$ cat config.mk
export PLATFORM = sky130hd
export DESIGN_NAME = watchdog_cause_flag_top
export DESIGN_NICKNAME = d
export VERILOG_FILES = /design/src/shared/watchdog_cause_flag_pkg.sv /design/src/shared/watchdog_cause_flag_cnt_if.sv /design/src/hw/watchdog_cause_flag_count.sv /design/src/hw/watchdog_cause_flag_tick.sv /design/src/hw/watchdog_cause_flag_top.sv
export SDC_FILE = /design/constraint.sdc
export NUM_CORES = 1
export LEC_CHECK = 0
export BUFFER_PORTS_ARGS = -buffer_cell sky130_fd_sc_hd__buf_4
export CAP_MARGIN = 20
export CORE_MARGIN = 5
export CORE_UTILIZATION = 55
export DETAILED_ROUTE_END_ITERATION = 8
export PLACE_DENSITY = 0.86
export SKIP_CTS_REPAIR_TIMING = 1
export SYNTH_ARGS = -nofsm -noshare
export SYNTH_HDL_FRONTEND = slang
export SYNTH_HIERARCHICAL = 1
export SYNTH_SLANG_ARGS = --single-unit
$ cat constraint.sdc
create_clock -name ref_clk -period 6.5 [get_ports ref_clk]
set_input_delay 1.3 -clock ref_clk [delete_from_list [all_inputs] [get_ports ref_clk]]
set_output_delay 1.3 -clock ref_clk [all_outputs]
set_load 0.1 [all_outputs]
$ cat src/shared/watchdog_cause_flag_pkg.sv
// Overview of operation
// - Fuse unprogrammed: reset and interrupt enables select mode
// - Programmed fuse forces reset mode, interrupt off
// - Change enable clears itself four cycles later
// - Reset-enable clear, period change need open window
// - Timeout in interrupt modes sets flag bit 7
// - Flag cleared by vector execution or writing one
// - Interrupt requested when flag, enable, global enable set
// - Combined mode vector clears enable and flag
// - Combined mode unserviced second timeout causes reset
// - Watchdog cause flag holds reset enable set
// - Period code selects 2048 to 1048576 oscillator cycles
// - Period bit 3 at bit 5, rest bits 2:0
// - Watchdog, brown-out, external cause flags set, write-zero clear
// - Power-on flag set at power-on, write-zero clear
// - Counter advances on 128 kHz oscillator ticks
// - Restart instruction clears the watchdog counter
// - Reset-mode timeout gives one-cycle reset pulse
package watchdog_cause_flag_pkg;

   // Clock rates and oscillator divider
   localparam int unsigned CLK_HZ   = 250_000_000;
   localparam int unsigned OSC_HZ   = 128_000;
   localparam int unsigned OSC_DIV  = CLK_HZ / OSC_HZ;
   localparam int          DIV_BITS = 16;

   // Register addresses in the data space
   localparam logic [7:0] ADDR_CAUSE = 8'h54;
   localparam logic [7:0] ADDR_WDCTL = 8'h60;

   // Control register field positions
   localparam int CTL_IF  = 7;
   localparam int CTL_IE  = 6;
   localparam int CTL_P3  = 5;
   localparam int CTL_CE  = 4;
   localparam int CTL_WDE = 3;
   localparam int CTL_PLO = 0;

   // Cause register field positions
   localparam int CAUSE_WD  = 3;
   localparam int CAUSE_BO  = 2;
   localparam int CAUSE_EXT = 1;
   localparam int CAUSE_PO  = 0;

   // Values after reset
   localparam logic [7:0] CTL_RESET     = 8'h00;
   localparam logic       POWERON_AT_POR = 1'h1;

   // Change window length in clock cycles
   localparam logic [2:0] CE_CYCLES = 3'h4;

   // Period select
   localparam int         PER_BITS      = 4;
   localparam int         PER_BASE_LOG2 = 11;
   localparam logic [3:0] PER_MAX       = 4'h9;
   localparam int         CNT_BITS      = 20;

   // Operating modes
   typedef enum logic [3:0] {
      WATCHDOG_CAUSE_FLAG_STOP = 4'b0001,
      WATCHDOG_CAUSE_FLAG_IRQ  = 4'b0010,
      WATCHDOG_CAUSE_FLAG_RST  = 4'b0100,
      WATCHDOG_CAUSE_FLAG_BOTH = 4'b1000
   } watchdog_cause_flag_mode_e;

endpackage

$ cat src/shared/watchdog_cause_flag_cnt_if.sv
`timescale 1ns/1ps
// Carries oscillator ticks and counter control between the watchdog modules
interface watchdog_cause_flag_cnt_if;
   import watchdog_cause_flag_pkg::*;
   logic                tick;
   logic                restart;
   logic                run;
   logic [PER_BITS-1:0] period;
   logic                timeout;

   modport tick_src (output tick);
   modport ctl      (output restart, output run, output period, input timeout);
   modport counter  (input tick, input restart, input run, input period, output timeout);
endinterface

$ cat src/hw/watchdog_cause_flag_count.sv
`timescale 1ns/1ps
// Timeout counter in oscillator ticks with selectable period
module watchdog_cause_flag_count
   import watchdog_cause_flag_pkg::*;
(
   // Clock and reset
   input wire logic ref_clk,
   input wire logic resetn,
   // Control from the register block
   watchdog_cause_flag_cnt_if.counter   cif
);

   typedef struct packed {
      logic [CNT_BITS-1:0] cnt;
      logic                timeout;
   } watchdog_cause_flag_count_s;

   watchdog_cause_flag_count_s         s;
   watchdog_cause_flag_count_s         next_s;
   logic [3:0]          code;
   logic [CNT_BITS-1:0] limit;

   // Reserved codes fall back to the longest period
   always_comb begin
      code  = (cif.period > PER_MAX) ? PER_MAX : cif.period;
      limit = CNT_BITS'((32'h1 << (PER_BASE_LOG2 + int'(code))) - 32'h1);
   end

   // Compare with >= so a switch to a shorter period fires on the next tick
   always_comb begin
      next_s = s;
      next_s.timeout = 1'b0;
      if (cif.restart || !cif.run) begin
         next_s.cnt = '0;
      end else if (cif.tick) begin
         if (s.cnt >= limit) begin
            next_s.cnt     = '0;
            next_s.timeout = 1'b1;
         end else begin
            next_s.cnt = s.cnt + CNT_BITS'(1);
         end
      end
   end

   always_ff @(posedge ref_clk or negedge resetn) begin
      if (!resetn) begin
         s <= '0;
      end else begin
         s <= next_s;
      end
   end

   assign cif.timeout = s.timeout;

   property p_restart_clears;
      @(posedge ref_clk) disable iff (!resetn)
      cif.restart |=> (s.cnt == '0) && !s.timeout;
   endproperty
   a_restart_clears: assert property (p_restart_clears) else $error("counter not cleared by restart");

   property p_period_len;
      @(posedge ref_clk) disable iff (!resetn)
      (cif.run && !cif.restart && cif.tick && s.cnt < limit) |=> !s.timeout;
   endproperty
   a_period_len: assert property (p_period_len) else $error("timeout before period end");

endmodule // watchdog_cause_flag_count

$ cat src/hw/watchdog_cause_flag_tick.sv
`timescale 1ns/1ps
// Stands in for the separate slow oscillator: one enable pulse per tick
module watchdog_cause_flag_tick
   import watchdog_cause_flag_pkg::*;
#(
   parameter int unsigned DIV = OSC_DIV
) (
   // Clock and reset
   input wire logic ref_clk,
   input wire logic resetn,
   // Tick output
   watchdog_cause_flag_cnt_if.tick_src  osc
);

   typedef struct packed {
      logic [DIV_BITS-1:0] cnt;
      logic                tick;
   } watchdog_cause_flag_tick_s;

   watchdog_cause_flag_tick_s s;
   watchdog_cause_flag_tick_s next_s;

   // Free-running divider, never gated, so the period keeps its phase
   always_comb begin
      next_s = s;
      next_s.tick = 1'b0;
      if (s.cnt == DIV_BITS'(DIV - 1)) begin
         next_s.cnt  = '0;
         next_s.tick = 1'b1;
      end else begin
         next_s.cnt = s.cnt + DIV_BITS'(1);
      end
   end

   always_ff @(posedge ref_clk or negedge resetn) begin
      if (!resetn) begin
         s <= '0;
      end else begin
         s <= next_s;
      end
   end

   assign osc.tick = s.tick;

endmodule // watchdog_cause_flag_tick

$ cat src/hw/watchdog_cause_flag_top.sv
`timescale 1ns/1ps
// Watchdog with reset-cause flags, reached through the core I/O space
module watchdog_cause_flag_top
   import watchdog_cause_flag_pkg::*;
#(
   parameter int unsigned OSC_DIVIDE = OSC_DIV
) (
   // Clock and power-on reset
   input  wire logic       ref_clk,
   input  wire logic       resetn,
   // Core I/O register port
   input  wire logic [7:0] io_addr,
   input  wire logic       io_wr,
   input  wire logic       io_rd,
   input  wire logic [7:0] io_wdata,
   output logic      [7:0] io_rdata,
   // Core events
   input  wire logic       wdr_exec,
   input  wire logic       vector_ack,
   input  wire logic       global_irq_enable,
   output logic            irq_req,
   // Reset system
   input  wire logic       always_on_fuse,
   input  wire logic       ext_reset_event,
   input  wire logic       bor_reset_event,
   output logic            sys_reset_pulse
);

   typedef struct packed {
      logic                timeout_irq_flag;
      logic                timeout_irq_enable;
      logic                reset_enable_bit;
      logic [2:0]          ce_cnt;
      logic [PER_BITS-1:0] period_select;
      logic                watchdog_cause_flag;
      logic                brownout_cause_flag;
      logic                external_cause_flag;
      logic                poweron_cause_flag;
      logic                sys_rst;
      logic [7:0]          rdata;
   } watchdog_cause_flag_top_s;

   watchdog_cause_flag_top_s  s;
   watchdog_cause_flag_top_s  next_s;
   watchdog_cause_flag_mode_e mode;
   logic       fuse_prog;
   logic       wde_eff;
   logic       ie_eff;
   logic       change_enable_bit;
   logic       wr_ctl;
   logic       wr_cause;
   logic       ce_open;
   logic       to_irq;
   logic       to_rst;
   logic       sys_reinit;
   logic [7:0] ctl_view;
   logic [7:0] cause_view;

   watchdog_cause_flag_cnt_if cif ();

   // Oscillator tick source
   watchdog_cause_flag_tick #(
      .DIV (OSC_DIVIDE)
   ) u_tick (
      .ref_clk (ref_clk),
      .resetn  (resetn),
      .osc     (cif.tick_src)
   );

   // Timeout counter
   watchdog_cause_flag_count u_count (
      .ref_clk (ref_clk),
      .resetn  (resetn),
      .cif     (cif.counter)
   );

   // Effective enables; fuse and cause flag override the stored bits
   always_comb begin
      fuse_prog         = !always_on_fuse;
      wde_eff           = s.reset_enable_bit | s.watchdog_cause_flag | fuse_prog;
      ie_eff            = s.timeout_irq_enable & !fuse_prog;
      change_enable_bit = (s.ce_cnt != 3'h0);
   end

   // Mode selection from the two enables
   always_comb begin
      case ({wde_eff, ie_eff})
         2'b00:   mode = WATCHDOG_CAUSE_FLAG_STOP;
         2'b01:   mode = WATCHDOG_CAUSE_FLAG_IRQ;
         2'b10:   mode = WATCHDOG_CAUSE_FLAG_RST;
         default: mode = WATCHDOG_CAUSE_FLAG_BOTH;
      endcase
   end

   // Address decode of the two registers
   always_comb begin
      wr_ctl   = 1'b0;
      wr_cause = 1'b0;
      if (io_wr && io_addr == ADDR_WDCTL) begin
         wr_ctl = 1'b1;
      end else if (io_wr && io_addr == ADDR_CAUSE) begin
         wr_cause = 1'b1;
      end
   end

   // Opening write sets change and reset enables together
   assign ce_open = wr_ctl && io_wdata[CTL_CE] && io_wdata[CTL_WDE];

   // Timeout action per mode; combined mode escalates if flag unserviced
   always_comb begin
      to_irq = 1'b0;
      to_rst = 1'b0;
      case (mode)
         WATCHDOG_CAUSE_FLAG_IRQ: begin
            to_irq = cif.timeout;
         end
         WATCHDOG_CAUSE_FLAG_RST: begin
            to_rst = cif.timeout;
         end
         WATCHDOG_CAUSE_FLAG_BOTH: begin
            to_irq = cif.timeout && !s.timeout_irq_flag;
            to_rst = cif.timeout && s.timeout_irq_flag;
         end
         default: begin
            to_irq = 1'b0;
         end
      endcase
   end

   // Any system reset puts the watchdog set-up back to its reset state
   assign sys_reinit = to_rst || ext_reset_event || bor_reset_event;

   // Read views; period select split over bit 5 and bits 2:0
   always_comb begin
      ctl_view                         = 8'h00;
      ctl_view[CTL_IF]                 = s.timeout_irq_flag;
      ctl_view[CTL_IE]                 = ie_eff;
      ctl_view[CTL_P3]                 = s.period_select[3];
      ctl_view[CTL_CE]                 = change_enable_bit;
      ctl_view[CTL_WDE]                = wde_eff;
      ctl_view[CTL_PLO+2:CTL_PLO]      = s.period_select[2:0];
      cause_view                       = 8'h00;
      cause_view[CAUSE_WD]             = s.watchdog_cause_flag;
      cause_view[CAUSE_BO]             = s.brownout_cause_flag;
      cause_view[CAUSE_EXT]            = s.external_cause_flag;
      cause_view[CAUSE_PO]             = s.poweron_cause_flag;
   end

   // Register state update; hardware sets are applied last so they win
   always_comb begin
      next_s         = s;
      next_s.sys_rst = to_rst;
      // Change window counts down on its own
      if (change_enable_bit) begin
         next_s.ce_cnt = s.ce_cnt - 3'h1;
      end
      // Control register write
      if (wr_ctl) begin
         next_s.timeout_irq_enable = io_wdata[CTL_IE];
         // Reset enable may always be set, cleared only inside the window
         next_s.reset_enable_bit = io_wdata[CTL_WDE] | (s.reset_enable_bit & !change_enable_bit);
         if (change_enable_bit) begin
            next_s.period_select = {io_wdata[CTL_P3], io_wdata[CTL_PLO+2:CTL_PLO]};
         end
         if (io_wdata[CTL_IF]) begin
            next_s.timeout_irq_flag = 1'b0;
         end
         if (ce_open) begin
            next_s.ce_cnt = CE_CYCLES;
         end
      end
      // Vector execution clears the flag, and the enable in combined mode
      if (vector_ack) begin
         next_s.timeout_irq_flag = 1'b0;
         if (mode == WATCHDOG_CAUSE_FLAG_BOTH) begin
            next_s.timeout_irq_enable = 1'b0;
         end
      end
      // Cause register: writing zero clears, writing one leaves alone
      if (wr_cause) begin
         next_s.watchdog_cause_flag = s.watchdog_cause_flag & io_wdata[CAUSE_WD];
         next_s.brownout_cause_flag = s.brownout_cause_flag & io_wdata[CAUSE_BO];
         next_s.external_cause_flag = s.external_cause_flag & io_wdata[CAUSE_EXT];
         next_s.poweron_cause_flag  = s.poweron_cause_flag & io_wdata[CAUSE_PO];
      end
      // System reset reinitialises the control register
      if (sys_reinit) begin
         next_s.timeout_irq_flag   = CTL_RESET[CTL_IF];
         next_s.timeout_irq_enable = CTL_RESET[CTL_IE];
         next_s.reset_enable_bit   = CTL_RESET[CTL_WDE];
         next_s.period_select      = {CTL_RESET[CTL_P3], CTL_RESET[CTL_PLO+2:CTL_PLO]};
         next_s.ce_cnt             = 3'h0;
      end
      // Hardware sets win over any clear in the same cycle
      if (to_irq) begin
         next_s.timeout_irq_flag = 1'b1;
      end
      if (to_rst) begin
         next_s.watchdog_cause_flag = 1'b1;
      end
      if (bor_reset_event) begin
         next_s.brownout_cause_flag = 1'b1;
      end
      if (ext_reset_event) begin
         next_s.external_cause_flag = 1'b1;
      end
      // Read data answers one cycle after the strobe
      if (io_rd && io_addr == ADDR_WDCTL) begin
         next_s.rdata = ctl_view;
      end else if (io_rd && io_addr == ADDR_CAUSE) begin
         next_s.rdata = cause_view;
      end else if (io_rd) begin
         next_s.rdata = 8'h00;
      end
   end

   // Power-on reset is the only reset that clears the whole block; it marks the cause
   always_ff @(posedge ref_clk or negedge resetn) begin
      if (!resetn) begin
         s                    <= '0;
         s.poweron_cause_flag <= POWERON_AT_POR;
      end else begin
         s <= next_s;
      end
   end

   // Counter control; stopped mode holds the counter cleared
   assign cif.run    = (mode != WATCHDOG_CAUSE_FLAG_STOP);
   assign cif.restart = wdr_exec | sys_reinit;
   assign cif.period = s.period_select;

   // Outputs
   assign irq_req         = s.timeout_irq_flag & ie_eff & global_irq_enable;
   assign sys_reset_pulse = s.sys_rst;
   assign io_rdata        = s.rdata;

   property p_fuse_forces;
      @(posedge ref_clk) disable iff (!resetn)
      fuse_prog |-> (mode == WATCHDOG_CAUSE_FLAG_RST) && !irq_req;
   endproperty
   a_fuse_forces: assert property (p_fuse_forces) else $error("fuse did not force reset mode");

   property p_mode_irq;
      @(posedge ref_clk) disable iff (!resetn)
      (cif.timeout && mode == WATCHDOG_CAUSE_FLAG_IRQ) |=> s.timeout_irq_flag && !sys_reset_pulse;
   endproperty
   a_mode_irq: assert property (p_mode_irq) else $error("interrupt mode timeout wrong");

   property p_ce_window;
      @(posedge ref_clk) disable iff (!resetn)
      (ce_open && !sys_reinit) |=> change_enable_bit [*4];
   endproperty
   a_ce_window: assert property (p_ce_window) else $error("change window shorter than four");

   property p_ce_close;
      @(posedge ref_clk) disable iff (!resetn)
      (s.ce_cnt == 3'h1 && !ce_open) |=> !change_enable_bit;
   endproperty
   a_ce_close: assert property (p_ce_close) else $error("change window did not close");

   property p_locked_period;
      @(posedge ref_clk) disable iff (!resetn)
      (wr_ctl && !change_enable_bit && !sys_reinit) |=> $stable(s.period_select);
   endproperty
   a_locked_period: assert property (p_locked_period) else $error("period changed outside window");

   property p_irq_req;
      @(posedge ref_clk) disable iff (!resetn)
      (to_irq && global_irq_enable && !fuse_prog && !wr_ctl && !sys_reinit) |=> irq_req;
   endproperty
   a_irq_req: assert property (p_irq_req) else $error("interrupt not requested");

   property p_vector_clear;
      @(posedge ref_clk) disable iff (!resetn)
      (vector_ack && mode == WATCHDOG_CAUSE_FLAG_BOTH && !to_irq && !wr_ctl) |=> !s.timeout_irq_flag && !s.timeout_irq_enable;
   endproperty
   a_vector_clear: assert property (p_vector_clear) else $error("vector did not clear enable and flag");

   property p_second_timeout;
      @(posedge ref_clk) disable iff (!resetn)
      (cif.timeout && mode == WATCHDOG_CAUSE_FLAG_BOTH && s.timeout_irq_flag) |=> sys_reset_pulse ##1 !sys_reset_pulse;
   endproperty
   a_second_timeout: assert property (p_second_timeout) else $error("no reset on second timeout");

   property p_cause_holds_wde;
      @(posedge ref_clk) disable iff (!resetn)
      s.watchdog_cause_flag |-> ctl_view[CTL_WDE];
   endproperty
   a_cause_holds_wde: assert property (p_cause_holds_wde) else $error("reset enable low with cause flag");

   property p_reset_pulse;
      @(posedge ref_clk) disable iff (!resetn)
      sys_reset_pulse |-> s.watchdog_cause_flag ##1 !sys_reset_pulse;
   endproperty
   a_reset_pulse: assert property (p_reset_pulse) else $error("reset pulse not one cycle");

endmodule // watchdog_cause_flag_top

== Word-level counts from Yosys, hierarchy flattened ==
Index checks and enable logic that the tools add are counted.

* Input bits: 26
* Output and inout port bits: 10
* Word-level logic and storage cells: 102
* Register bits: 61

* $lt $le $gt $ge: 2
* Bitwise operators: 12
* Add/subtract/negate cells: 5
* Mux-type cells: 30
* Eq/ne operators: 9
* Reduce and logical (&&, ||, !) cells: 28
* Shift-type cells: 1

{| class="wikitable"
|+ Operators by type and width
! cell !! count
|-
| $mux 20 || 2
|-
| $shl 1x32->20 const A || 1
|-
| $mux 8 || 3
|-
| $mux 21 || 1
|-
| $add 20x1->20 const B || 1
|-
| $ge 20x20->1 || 1
|-
| $mux 10 || 2
|-
| $sub 20x1->20 const B || 1
|-
| $add 16x1->16 const B || 1
|-
| $eq 16x11->1 const B || 1
|-
| $eq 8x7->1 const B || 2
|-
| $mux 16 || 1
|-
| $mux 1 || 12
|-
| $mux 4 || 3
|-
| $pmux 4 s3 || 1
|-
| $reduce_bool 2->1 || 6
|-
| $and 1x1->1 || 8
|-
| $logic_and 1x1->1 || 8
|-
| $reduce_bool 4->1 || 2
|-
| $mux 3 || 2
|-
| $reduce_bool 3->1 || 2
|-
| $add 4x4->5 const A || 1
|-
| $eq 4x2->1 const B || 1
|-
| $eq 4x3->1 const B || 1
|-
| 13 further kinds || 23
|}

== Longest topological paths before layout ==
Gate-level depths: netlist of the first run.

* Depth in word-level cells: 11
* Gate-level depth with buffers: 13
* Mapped depth without buffers: 11

== Cells and area by module ==
Netlist of the first run, hierarchy kept.

{| class="wikitable"
|+ Modules (own cells, without submodules)
! module !! area an instance (sq um) !! cells each !! times used !! seq. area each (sq um)
|-
| watchdog_cause_flag_count || 1798.0 || 217 || 1 || 525.5
|-
| watchdog_cause_flag_top || 1198.6 || 114 || 1 || 576.8
|-
| watchdog_cause_flag_tick || 798.3 || 73 || 1 || 425.4
|}

== Worst setup path after synthesis of the first run ==
Ideal clock, no wire load.

* Path type: in2out
* Start point: input global_irq_enable
* End point: output irq_req
* Buffers on the path: 0
* Setup slack: 3.090 ns
* Cell stages on the path: 1
* Arrival time: 2.110 ns
* Data required time: 5.200 ns
* Cell sequence: and4_1

* Longest elaborated chain between the ends: 1

{| class="wikitable"
|+ Ends and longest elaborated chain
! element !! RTL line !! source
|-
| from (decl) || watchdog_cause_flag_top.sv:20 || <nowiki>input wire logic global_irq_enable,</nowiki>
|-
| $and 1x1->1 || watchdog_cause_flag_top.sv:233 || <nowiki>assign irq_req = s.timeout_irq_flag & ie_eff & global_irq_enable;</nowiki>
|-
| to (decl) || watchdog_cause_flag_top.sv:21 || <nowiki>output logic irq_req,</nowiki>
|}

Every way passes these cells.

== Final worst setup path of the first run ==
* Start point: input always_on_fuse
* End point: register u_count/s[11] in the netlist's numbering

* Longest elaborated chain between the ends: 11
* Elaborated cells on any way between the ends: 18
* Classes of those cells: eq/ne (5); mux (3); bitwise (3); reduce/logical (7)

{| class="wikitable"
|+ Ends and longest elaborated chain
! element !! RTL line !! source
|-
| from (decl) || watchdog_cause_flag_top.sv:23 || <nowiki>input wire logic always_on_fuse,</nowiki>
|-
| $logic_not 1->1 || watchdog_cause_flag_top.sv:79 || <nowiki>fuse_prog = !always_on_fuse;</nowiki>
|-
| $or 1x1->1 || watchdog_cause_flag_top.sv:80 || <nowiki>wde_eff = s.reset_enable_bit | s.watchdog_cause_flag | fuse_prog;</nowiki>
|-
| $eq 2x2->1 (tied with other cells) || watchdog_cause_flag_top.sv:87 || <nowiki>case ({wde_eff, ie_eff})</nowiki>
|-
| $pmux 4 s3 * || watchdog_cause_flag_top.sv:87 ||
|-
| $eq 4x4->1 / $eq 4x3->1 (equally long branches) || watchdog_cause_flag_top.sv:113 || <nowiki>case (mode)</nowiki>
|-
| $pmux 1 s2 * || watchdog_cause_flag_top.sv:113 ||
|-
| $logic_or 1x1->1 * (2 in series) || watchdog_cause_flag_top.sv:131 || <nowiki>assign sys_reinit = to_rst || ext_reset_event || bor_reset_event;</nowiki>
|-
| $or 1x1->1 * || watchdog_cause_flag_top.sv:229 || <nowiki>assign cif.restart = wdr_exec | sys_reinit;</nowiki>
|-
| via cif.restart || watchdog_cause_flag_cnt_if.sv:6 || <nowiki>logic restart;</nowiki>
|-
| $logic_or 1x1->1 * || watchdog_cause_flag_count.sv:33 || <nowiki>if (cif.restart || !cif.run) begin</nowiki>
|-
| $mux 20 / $reduce_bool 2->1 (equally long branches) || -- ||
|-
| to (signal assigned) || watchdog_cause_flag_count.sv:49 || <nowiki>s <= next_s;</nowiki>
|-
| to (decl) || watchdog_cause_flag_count.sv:18 || <nowiki>watchdog_cause_flag_count_s s;</nowiki>
|}

Mark *: on every way through the listed nets, which the timed path passes. The rest lies on a longest branch.
A chain may end at the register's enable or synchronous reset.

==> flow_summary_export.csv, run 1 <==
group,metric,value,unit
status,status,"finished clean",
hold_path,hold_path.class,"register to register",
yosys,yosys.cell_types.count,65,
sta,clock-skew-final,10.91,ps
global_routing,grt_first_pass_wirelength,14390,µm
sta,rsz0062_at_grt,"false",
route,wire_per_inst,16.86,µm
clocking,cts_root_buffer,"clkbuf_8",
route,first_iter_violations,307,
sta,setup_viol,0,
pwr,switching_share,24.15,%
cells_and_area,layout.nets,489,
clocking,cts_max_level,3,
floorplanning,die_h,93.07,µm
setup_path,critPathLaunchType,"primary input",
clocking,cts_sinks,61,
route,vias,3294,
global_routing,grt_pass1_vias,3084,
floorplanning,ioPinCount,36,
yosys,yosysSeqAreaShare,40.26,%
setup_path,r2r_slack,3440,ps
setup_path,rr_worst_depth,8,
sta,fin_ws,3016,ps
floorplanning,die_area,8661,µm²
placement,dp_hpwl,6303,µm
yosys,synth-edff-count,0,
sta,timing.final.crit_share,53.60,%
sta,period_minus_slack,3484,ps
yosys,synthCells,404,
clocking,numCtsBuffers,9,
run,maxCapViolCount,0,
sta,final-max-slew-violation-count,0,
yosys,synth-seq-cells,61,
route,dr.pass1.iters,5,
placement,place_ws,2705,ps
sta,fmax,0.2870,GHz
route,drcViolationCount,0,
clocking,cts_tree,"built",
sta,tns,0,ps
cells_and_area,fill_cells,533,
pwr,p_seq_share,52.9,%
sta,worstMarginPinSlew,764.5,ps
pwr,vdd_drop_max,0.1316,mV
global_routing,grt_usage,20.78,%
global_routing,antenna_found_initial,0,
setup_path,critPathRequiredTime,6710,ps
yosys,synth_ff_type,"dfrtp_1",
yosys,synthArstFlopShare,100.0,%
pwr,pwr-share-clk,41.6,%
pwr,pwr-share-comb,5.5,%
cells_and_area,drive_above_1_share,15.84,%
floorplanning,core-area,6756,µm²
hold_path,hold_path_depth,1,
route,drt_wl_total,8799,µm
pwr,pwr_density_cell,168.4,nW/µm²
cells_and_area,fin_util,63.06,%
setup_path,critPathCaptureType,"register",
sta,hold_violations,0,
yosys,ys.warnings.count,6,
placement,routabilityCongestion,0.9116,
setup_path,cp.arrival,3700,ps
cells_and_area,area_delta_synth_final,12.27,%
sta,maxSlewHeadroom,49.03,%
clocking,clk_path_buf_depth,2,
clocking,path_clk_slew,70,ps
global_routing,gr-total-overflow,0,
route,postRouteAntennaNets,0,
placement,dp.cells,506,
floorplanning,rows,30,
setup_path,path_class,"primary input to register",
floorplanning,die_w,93.07,µm
global_routing,grt_start_max_net_pins,62,
clocking,clk_latency,330,ps
yosys,synthesis.area,3795,µm²
pwr,p_sw,0.1733,mW
pwr,p_int,0.5442,mW
pwr,leakage,1.929,nW
floorplanning,start_util,56.17,%
cells_and_area,antenna_cells,0,
setup_path,crit_path_max_fanout,16,
route,viasPerCell,6.310,
yosys,syn_area_per_cell,9.393,µm²
cells_and_area,finalNonFillerCells,522,
placement,place.port_buffers,35,
power by group through the flow:
stage / clock network (mW) / logic (mW) / registers (mW)
after floorplan: 0 / 0.0147 / 0.387
after global placement: 0 / 0.0370 / 0.387
after detailed placement: 0 / 0.0385 / 0.387
after CTS: 0.307 / 0.0388 / 0.380
after global routing: 0.327 / 0.0443 / 0.379
final: 0.299 / 0.0392 / 0.380
per-layer routing:
metal	global-route usage [%]	wire length [µm]	part of all wire (%)	up-vias
met3	4.666	518	5.9	16
met2	34.79	4417	50	137
met5	0	0	0	-
met1	26.50	3715	42	1588
met4	7.204	147	1.7	0
li1	-	-	-	1553
flip-flops by register name, summed over array words and instances, names as in the netlist:
signal	flops
io_rdata	8
u_tick/s	16
ctl_view	1
u_tick/osc.tick	1
sys_reset_pulse	1
s	5
u_count/cif.timeout	1
cif.period	4
cause_view	4
u_count/s	20
worst paths after layout:
check,from,to
worst max-delay path,always_on_fuse,u_count/s[11]
worst min-delay path,cause_view[0],cause_view[0]
worst max register to register,cause_view[3],u_count/s[11]
worst min register to register,cause_view[0],cause_view[0]
max in group asynchronous,resetn,cif.period[3]
min in group asynchronous,resetn,u_count/s[4]
final cells by class:
class | count | area [µm²] | share of cell area [%]
Clock inverter | 5 | 36.28 | 0.8517
Timing Repair Buffer | 36 | 274.0 | 6.432
Multi-Input combinational cell | 311 | 2113 | 49.60
Clock buffer | 11 | 141.4 | 3.319
Inverter | 18 | 67.56 | 1.586
Tap cell | 80 | 100.1 | 2.349
Sequential cell | 61 | 1528 | 35.86
cells in the final DEF, fill, tap and decap left out, types with 4 or more instances in the layout:
cell	n
a31oi_1	6
and2_1	5
dfrtp_1	60
nor3b_2	4
nand4_1	14
o21ai_0	20
xor2_1	4
a22o_1	7
nor2_1	21
conb_1	7
ha_1	26
clkbuf_8	10
buf_4	35
or3_1	7
nand3_1	18
nand2_1	37
o211ai_1	4
mux2i_1	7
a21oi_1	24
a221o_1	7
xnor2_1	6
nand2b_1	5
and3_1	4
or4_1	4
nor4_1	4
nor3_1	15
nor2b_1	8
inv_1	18
kinds of logic after synthesis:
logic type | after synthesis | share of synthesized area, %
AND/OR/NAND/NOR | 166 | 24.86
other | 2 | 0.1979
flip-flops | 61 | 40.26
XOR/XNOR | 10 | 2.308
AO/OA/AOI/OAI | 95 | 17.28
buffers and inverters | 37 | 4.682
multiplexers | 7 | 1.846
adder cells (fa/ha/maj) | 26 | 8.572
cell usage after synthesis, drive strengths merged (4+ instances only):
cell	number	area [µm²]
mux2i	7	70.07
a21oi	24	120.1
clkbuf	8	30.03
dfrtp	60	1501
o21ai	21	105.1
or4	6	52.55
o211ai	4	30.03
and2	5	31.28
or3	8	55.05
nand2b	5	31.28
and3	4	25.02
a31oi	6	37.54
buf	11	80.07
ha	26	325.3
nor2b	8	50.05
nor3	16	85.08
o31ai	4	43.79
nor4	6	58.80
a22o	7	61.31
nand4	14	87.58
xor2	4	35.03
nand3	19	100.1
nand2	37	138.9
nor2	22	85.09
nor3b	5	52.55
inv	18	67.56
xnor2	6	52.55
a221o	7	70.07
per-stage QoR:
stage	cell area (µm²)	total power [mW]	hold WS, ps
after floorplan	3814	0.4016	434.7
after global placement	4071	0.4238	447.5
after detailed placement	4083	0.4254	456.2
after CTS	4260	0.7254	467.2
after global routing	4260	0.7507	475.7
final	4260	0.7175	467.7
worst max-delay path, cell delays in order:
cell and delay [ps]:
buf_4 120, o21ai_1 80, a211o_1 470, or2_1 300
and3b_1 310, o31a_1 550, nand2_1 200, o311ai_0 360
(Power assumes the default switching activity.)
==> inputs of run 2 (changes only) <==
Settings changed: CORE_UTILIZATION 55 to 54, PLACE_DENSITY 0.86 to 0.88.
Clock period 6.5 ns to 2.97 ns, I/O delays scaled along.
==> run 2 against run 1 <==
Routed wire length increased by 0.26%. Via count increased by 0.30%. Register-to-register slack got worse by 3300 ps. Global-route usage increased by 0.11 points. Clock power increased to 2.7 times the previous value. Worst hold slack got worse by 140 ps. Sequential power increased by 120%. Flip-flop and latch count unchanged. Combinational power increased by 120%. Sequential share of layout area decreased by 0.75 points. Critical path depth increased by 1. Power increased by 140%. Highest routed layer unchanged.
==> flow_summary_export.csv, run 2 (synthesized netlist as in run 1, its figures left out) <==
group,metric,value,unit
cells_and_area,area_delta_synth_final,14.67,%
route,dr.pass1.iters,6,
placement,dp.cells,527,
setup_path,critPathRequiredTime,3180,ps
setup_path,cp.arrival,3020,ps
global_routing,grt_first_pass_wirelength,14770,µm
clocking,clk_path_buf_depth,2,
hold_path,hold_path.class,"primary input to async pin",
route,viasPerCell,6.085,
floorplanning,die_h,93.83,µm
setup_path,critPathCaptureType,"register",
route,drt_wl_total,8822,µm
setup_path,rr_worst_depth,9,
clocking,cts_root_buffer,"clkbuf_8",
setup_path,r2r_start,"cif.period[2]",
sta,timing.final.crit_share,94.84,%
sta,hold_violations,0,
clocking,path_clk_slew,80,ps
cells_and_area,layout_commonest_cell,"dfrtp_1",
sta,fmax,0.3550,GHz
cells_and_area,largest_reg_flops,20,
floorplanning,start_util,55.55,%
sta,tns,0,ps
global_routing,grt_usage,20.90,%
pwr,pwr_density_cell,395.2,nW/µm²
setup_path,r2r_slack,150,ps
cells_and_area,layout.nets,494,
sta,period_minus_slack,2817,ps
global_routing,antenna_found_initial,0,
clocking,cts_sinks,61,
setup_path,timing.rr.end,"u_count/s[12]",
floorplanning,die_area,8804,µm²
sta,rsz0062_at_grt,"false",
route,vias,3304,
placement,dp_hpwl,6591,µm
floorplanning,die_w,93.83,µm
sta,setup_viol,0,
global_routing,gr-total-overflow,0,
cells_and_area,finalNonFillerCells,543,
cells_and_area,antenna_cells,0,
cells_and_area,multiInputGateArea,2113,µm²
setup_path,critPathLaunchType,"register",
sta,final-max-slew-violation-count,0,
global_routing,grt_pass1_vias,3216,
cells_and_area,fill_cells,549,
floorplanning,ioPinCount,36,
cells_and_area,top_register,"u_count/s",
setup_path,path_class,"register to register",
route,postRouteAntennaNets,0,
clocking,clk_latency,340,ps
sta,clock-skew-final,17.84,ps
floorplanning,rows,30,
clocking,numCtsBuffers,9,
clocking,cts_max_level,3,
cells_and_area,seq_area,1528,µm²
route,wire_per_inst,16.25,µm
sta,worstMarginPinSlew,781.6,ps
floorplanning,core-area,6832,µm²
sta,maxSlewHeadroom,47.89,%
placement,routabilityCongestion,0.9231,
cells_and_area,drive_above_1_share,16.78,%
clocking,cts_tree,"built",
global_routing,grt_start_max_net_pins,62,
cells_and_area,final_cell_mix,"dfrtp_1 (60), buf_4 (41), nand2_1 (37)",
pwr,vdd_drop_max,0.3177,mV
pwr,leakage,1.981,nW
run,maxCapViolCount,0,
route,first_iter_violations,235,
placement,place.port_buffers,35,
status,status,"finished clean",
setup_path,crit_path_max_fanout,8,
route,drcViolationCount,0,
## run 2: cell types whose count changed in the layout (fill, tap and decap cells not counted)
cell	before	now
buf_4	35	41
buf_6	1	0
bufinv_16	0	2
clkbuf_8	10	9
clkinv_2	1	2
clkinv_4	1	2
clkinvlp_4	3	0
## run 2: stage by stage
step           area, µm²  worst slack (ps)  hold slack (ps)  power [mW]  util (%)
3_5_place_dp        4136             218.3            462.6      0.9321     60.55
5_1_grt             4352             11.34            392.2       1.786     63.70
4_1_cts             4352             183.5            355.1       1.731     63.70
2_1_floorplan       3814             324.1            298.4      0.8790         -
6_report            4352             153.3            331.6       1.720     63.70
3_3_place_gp        4136             282.4            444.4      0.9291     60.55
## run 2: worst max-delay path, cell delays in order, from the launching register on
cell and delay, ps:
dfrtp_1 450, or2_2 350, nor2_1 130, mux2i_1 200, ha_1 130, nand2_1 60
or3_1 380, o31ai_4 410, nor2_1 210, a221o_1 360
## run 2: report_power, final
group          leakage, nW  switching (mW)  internal [mW]  total, mW
clock                0.110           0.330          0.473      0.803
combinational         1.05          0.0508         0.0355     0.0863
sequential           0.824        0.000131          0.831      0.831
## run 2: how the worst max path moves through the flow
stage | start | to | slack (ps) | cells past startpoint
after floorplan | cif.period[1] | u_count/s[12] | 320 | 9
after global placement | cif.period[2] | u_count/s[7] | 280 | 9
after detailed placement | cif.period[1] | u_count/s[12] | 220 | 8
after CTS | cif.period[1] | u_count/s[12] | 180 | 8
after global routing | cif.period[1] | u_count/s[7] | 10 | 8
final | cif.period[2] | u_count/s[12] | 150 | 9
## run 2: layout make-up
type | instances | share of cell area, %
inverters | 18 | 1.553
flip-flops and latches | 61 | 35.11
multi-input cells | 311 | 48.56
clock inverters | 6 | 2.013
well taps | 96 | 2.760
repair buffers | 41 | 7.073
clock buffers | 10 | 2.933
## run 2: metal layers
metal	share of wire (%)	global-route usage, %	up-vias
li1	-	-	1565
met1	41	26.52	1594
met3	6.3	4.487	21
met2	51	35.07	124
met5	0	0	-
met4	1.7	7.461	0
==> inputs of run 3 (changes only) <==
Settings changed: CORE_MARGIN 5 to unset.
==> run 3 against run 2 <==
Clock skew shrank 5.0 ps. Highest routed layer unchanged. Global-route usage grew 4.5 points. Critical path type unchanged. Clock-buffer cell count is the same. Critical endpoint is now u_count/s[4].
==> flow_summary_export.csv, run 3 (synthesized netlist as in run 1, its figures left out) <==
group,metric,value,unit
cells_and_area,area_delta_synth_final,15.92,%
sta,timing.final.crit_share,93.95,%
clocking,clk_path_buf_depth,2,
route,dr.pass1.iters,6,
global_routing,antenna_found_initial,0,
clocking,cts_root_buffer,"clkbuf_8",
clocking,cts_tree,"built",
pwr,pwr_density_cell,413.0,nW/µm²
global_routing,grt_usage,25.38,%
cells_and_area,top_register,"u_count/s",
global_routing,grt_start_max_net_pins,62,
sta,clock-skew-final,12.83,ps
setup_path,crit_path_max_fanout,8,
cells_and_area,finalInstanceArea,4399,µm²
pwr,leakage,2.002,nW
setup_path,cp.arrival,3010,ps
floorplanning,ioPinCount,36,
floorplanning,rows,30,
pwr,switching_share,21.63,%
floorplanning,die_w,85.83,µm
route,drcViolationCount,0,
pwr,vdd_drop_max,0.3037,mV
route,vias,3327,
cells_and_area,drive_above_1_share,17.56,%
floorplanning,core-area,6794,µm²
cells_and_area,antenna_cells,0,
pwr,p_sw,0.3930,mW
sta,fmax,0.3584,GHz
placement,dp_hpwl,6350,µm
global_routing,gr-total-overflow,0,
floorplanning,die_area,7367,µm²
pwr,pwr-share-clk,49.4,%
pwr,p_seq_share,45.7,%
sta,maxSlewHeadroom,47.95,%
cells_and_area,finalNonFillerCells,546,
placement,routabilityCongestion,0.9010,
cells_and_area,fin_util,64.75,%
global_routing,grt_first_pass_wirelength,14590,µm
clocking,numCtsBuffers,9,
placement,dp.cells,527,
route,viasPerCell,6.093,
clocking,clk_latency,350,ps
status,status,"finished clean",
clocking,cts_max_level,3,
setup_path,critPathLaunchType,"register",
cells_and_area,layout_commonest_cell,"dfrtp_1",
placement,dpl_cell_area,4136,µm²
setup_path,critPathRequiredTime,3190,ps
cells_and_area,final_cell_mix,"dfrtp_1 (59), buf_4 (44), nand2_1 (37)",
floorplanning,die_h,85.83,µm
floorplanning,start_util,55.86,%
setup_path,critPathCaptureType,"register",
sta,final-max-slew-violation-count,0,
sta,setup_viol,0,
route,wire_per_inst,16.37,µm
placement,place.port_buffers,35,
cells_and_area,layout.nets,497,
run,maxCapViolCount,0,
setup_path,path_class,"register to register",
pwr,p_int,1.424,mW
global_routing,grt_pass1_vias,3146,
route,first_iter_violations,363,
clocking,path_clk_slew,80,ps
route,drt_wl_total,8937,µm
sta,hold_violations,0,
route,postRouteAntennaNets,0,
sta,worstMarginPinSlew,780.7,ps
cells_and_area,largest_reg_flops,20,
hold_path,hold_path.class,"primary input to async pin",
sta,period_minus_slack,2790,ps
pwr,pwr-share-comb,4.9,%
clocking,cts_sinks,61,
run 3: changes by cell type in the layout (fill, tap and decap cells not counted), sizes merged:
| cell | delta |
|---|---|
| buf | +3 |
| clkinvlp | +1 |
| clkinv | -2 |
| bufinv | +1 |
run 3: metrics by stage:
stage / setup slack [ps] / setup TNS [ps] / hold WS [ps] / power [mW]
final: 179.6 / 0 / 296.3 / 1.817
after global routing: -9.708 / -9.708 / 372.9 / 1.871
after global placement: 259.4 / 0 / 445.2 / 0.9296
after detailed placement: 100.6 / 0 / 452.3 / 0.9332
after CTS: 59.88 / 0 / 341.9 / 1.830
after floorplan: 324.1 / 0 / 298.4 / 0.8790
run 3: layout make-up:
cell class / count / area (µm²)
Sequential cell: 61 / 1529
Multi-Input combinational cell: 311 / 2113
Fill cell: 533 / 2395
Clock buffer: 10 / 127.6
Clock inverter: 6 / 111.4
Timing Repair Buffer: 44 / 330.3
Tap cell: 96 / 120.1
Inverter: 18 / 67.56
run 3: power groups by stage:
stage          Clock [mW]  Sequential, mW  Combinational, mW
2_1_floorplan           0           0.847             0.0322
3_3_place_gp            0           0.847             0.0829
3_5_place_dp            0           0.847             0.0865
4_1_cts             0.913           0.831             0.0871
5_1_grt             0.943           0.830             0.0980
6_report            0.898           0.831             0.0882
run 3: layer usage:
layer,up-vias,global-route usage (%),part of all wire (%)
met3,18,5.871,5.9
met1,1597,32.25,43
li1,1575,-,-
met2,137,41.82,50
met4,0,10.76,1.5
met5,-,0,0
run 3: path summary, 6_finish.rpt:
check	endpoint	startpoint	cells after the start	slack, ps
max	u_count/s[4]	cif.period[2]	10	180
min	io_rdata[3]	resetn	1	300
max reg2reg	u_count/s[4]	cif.period[2]	10	180
min reg2reg	cause_view[0]	cause_view[0]	1	460
max in group asynchronous	u_tick/s[7]	resetn	1	2120
min in group ref_clk	ctl_view[7]	vector_ack	2	450
run 3: worst max-delay path, stage by stage, from the launching register on:
cell and delay, ps:
dfrtp_1 450, or2_2 340, nor2_1 150, mux2i_1 230, ha_1 140, nand2_1 50
or3_1 390, o31a_1 430, buf_4 180, a31oi_1 190, mux2i_1 100
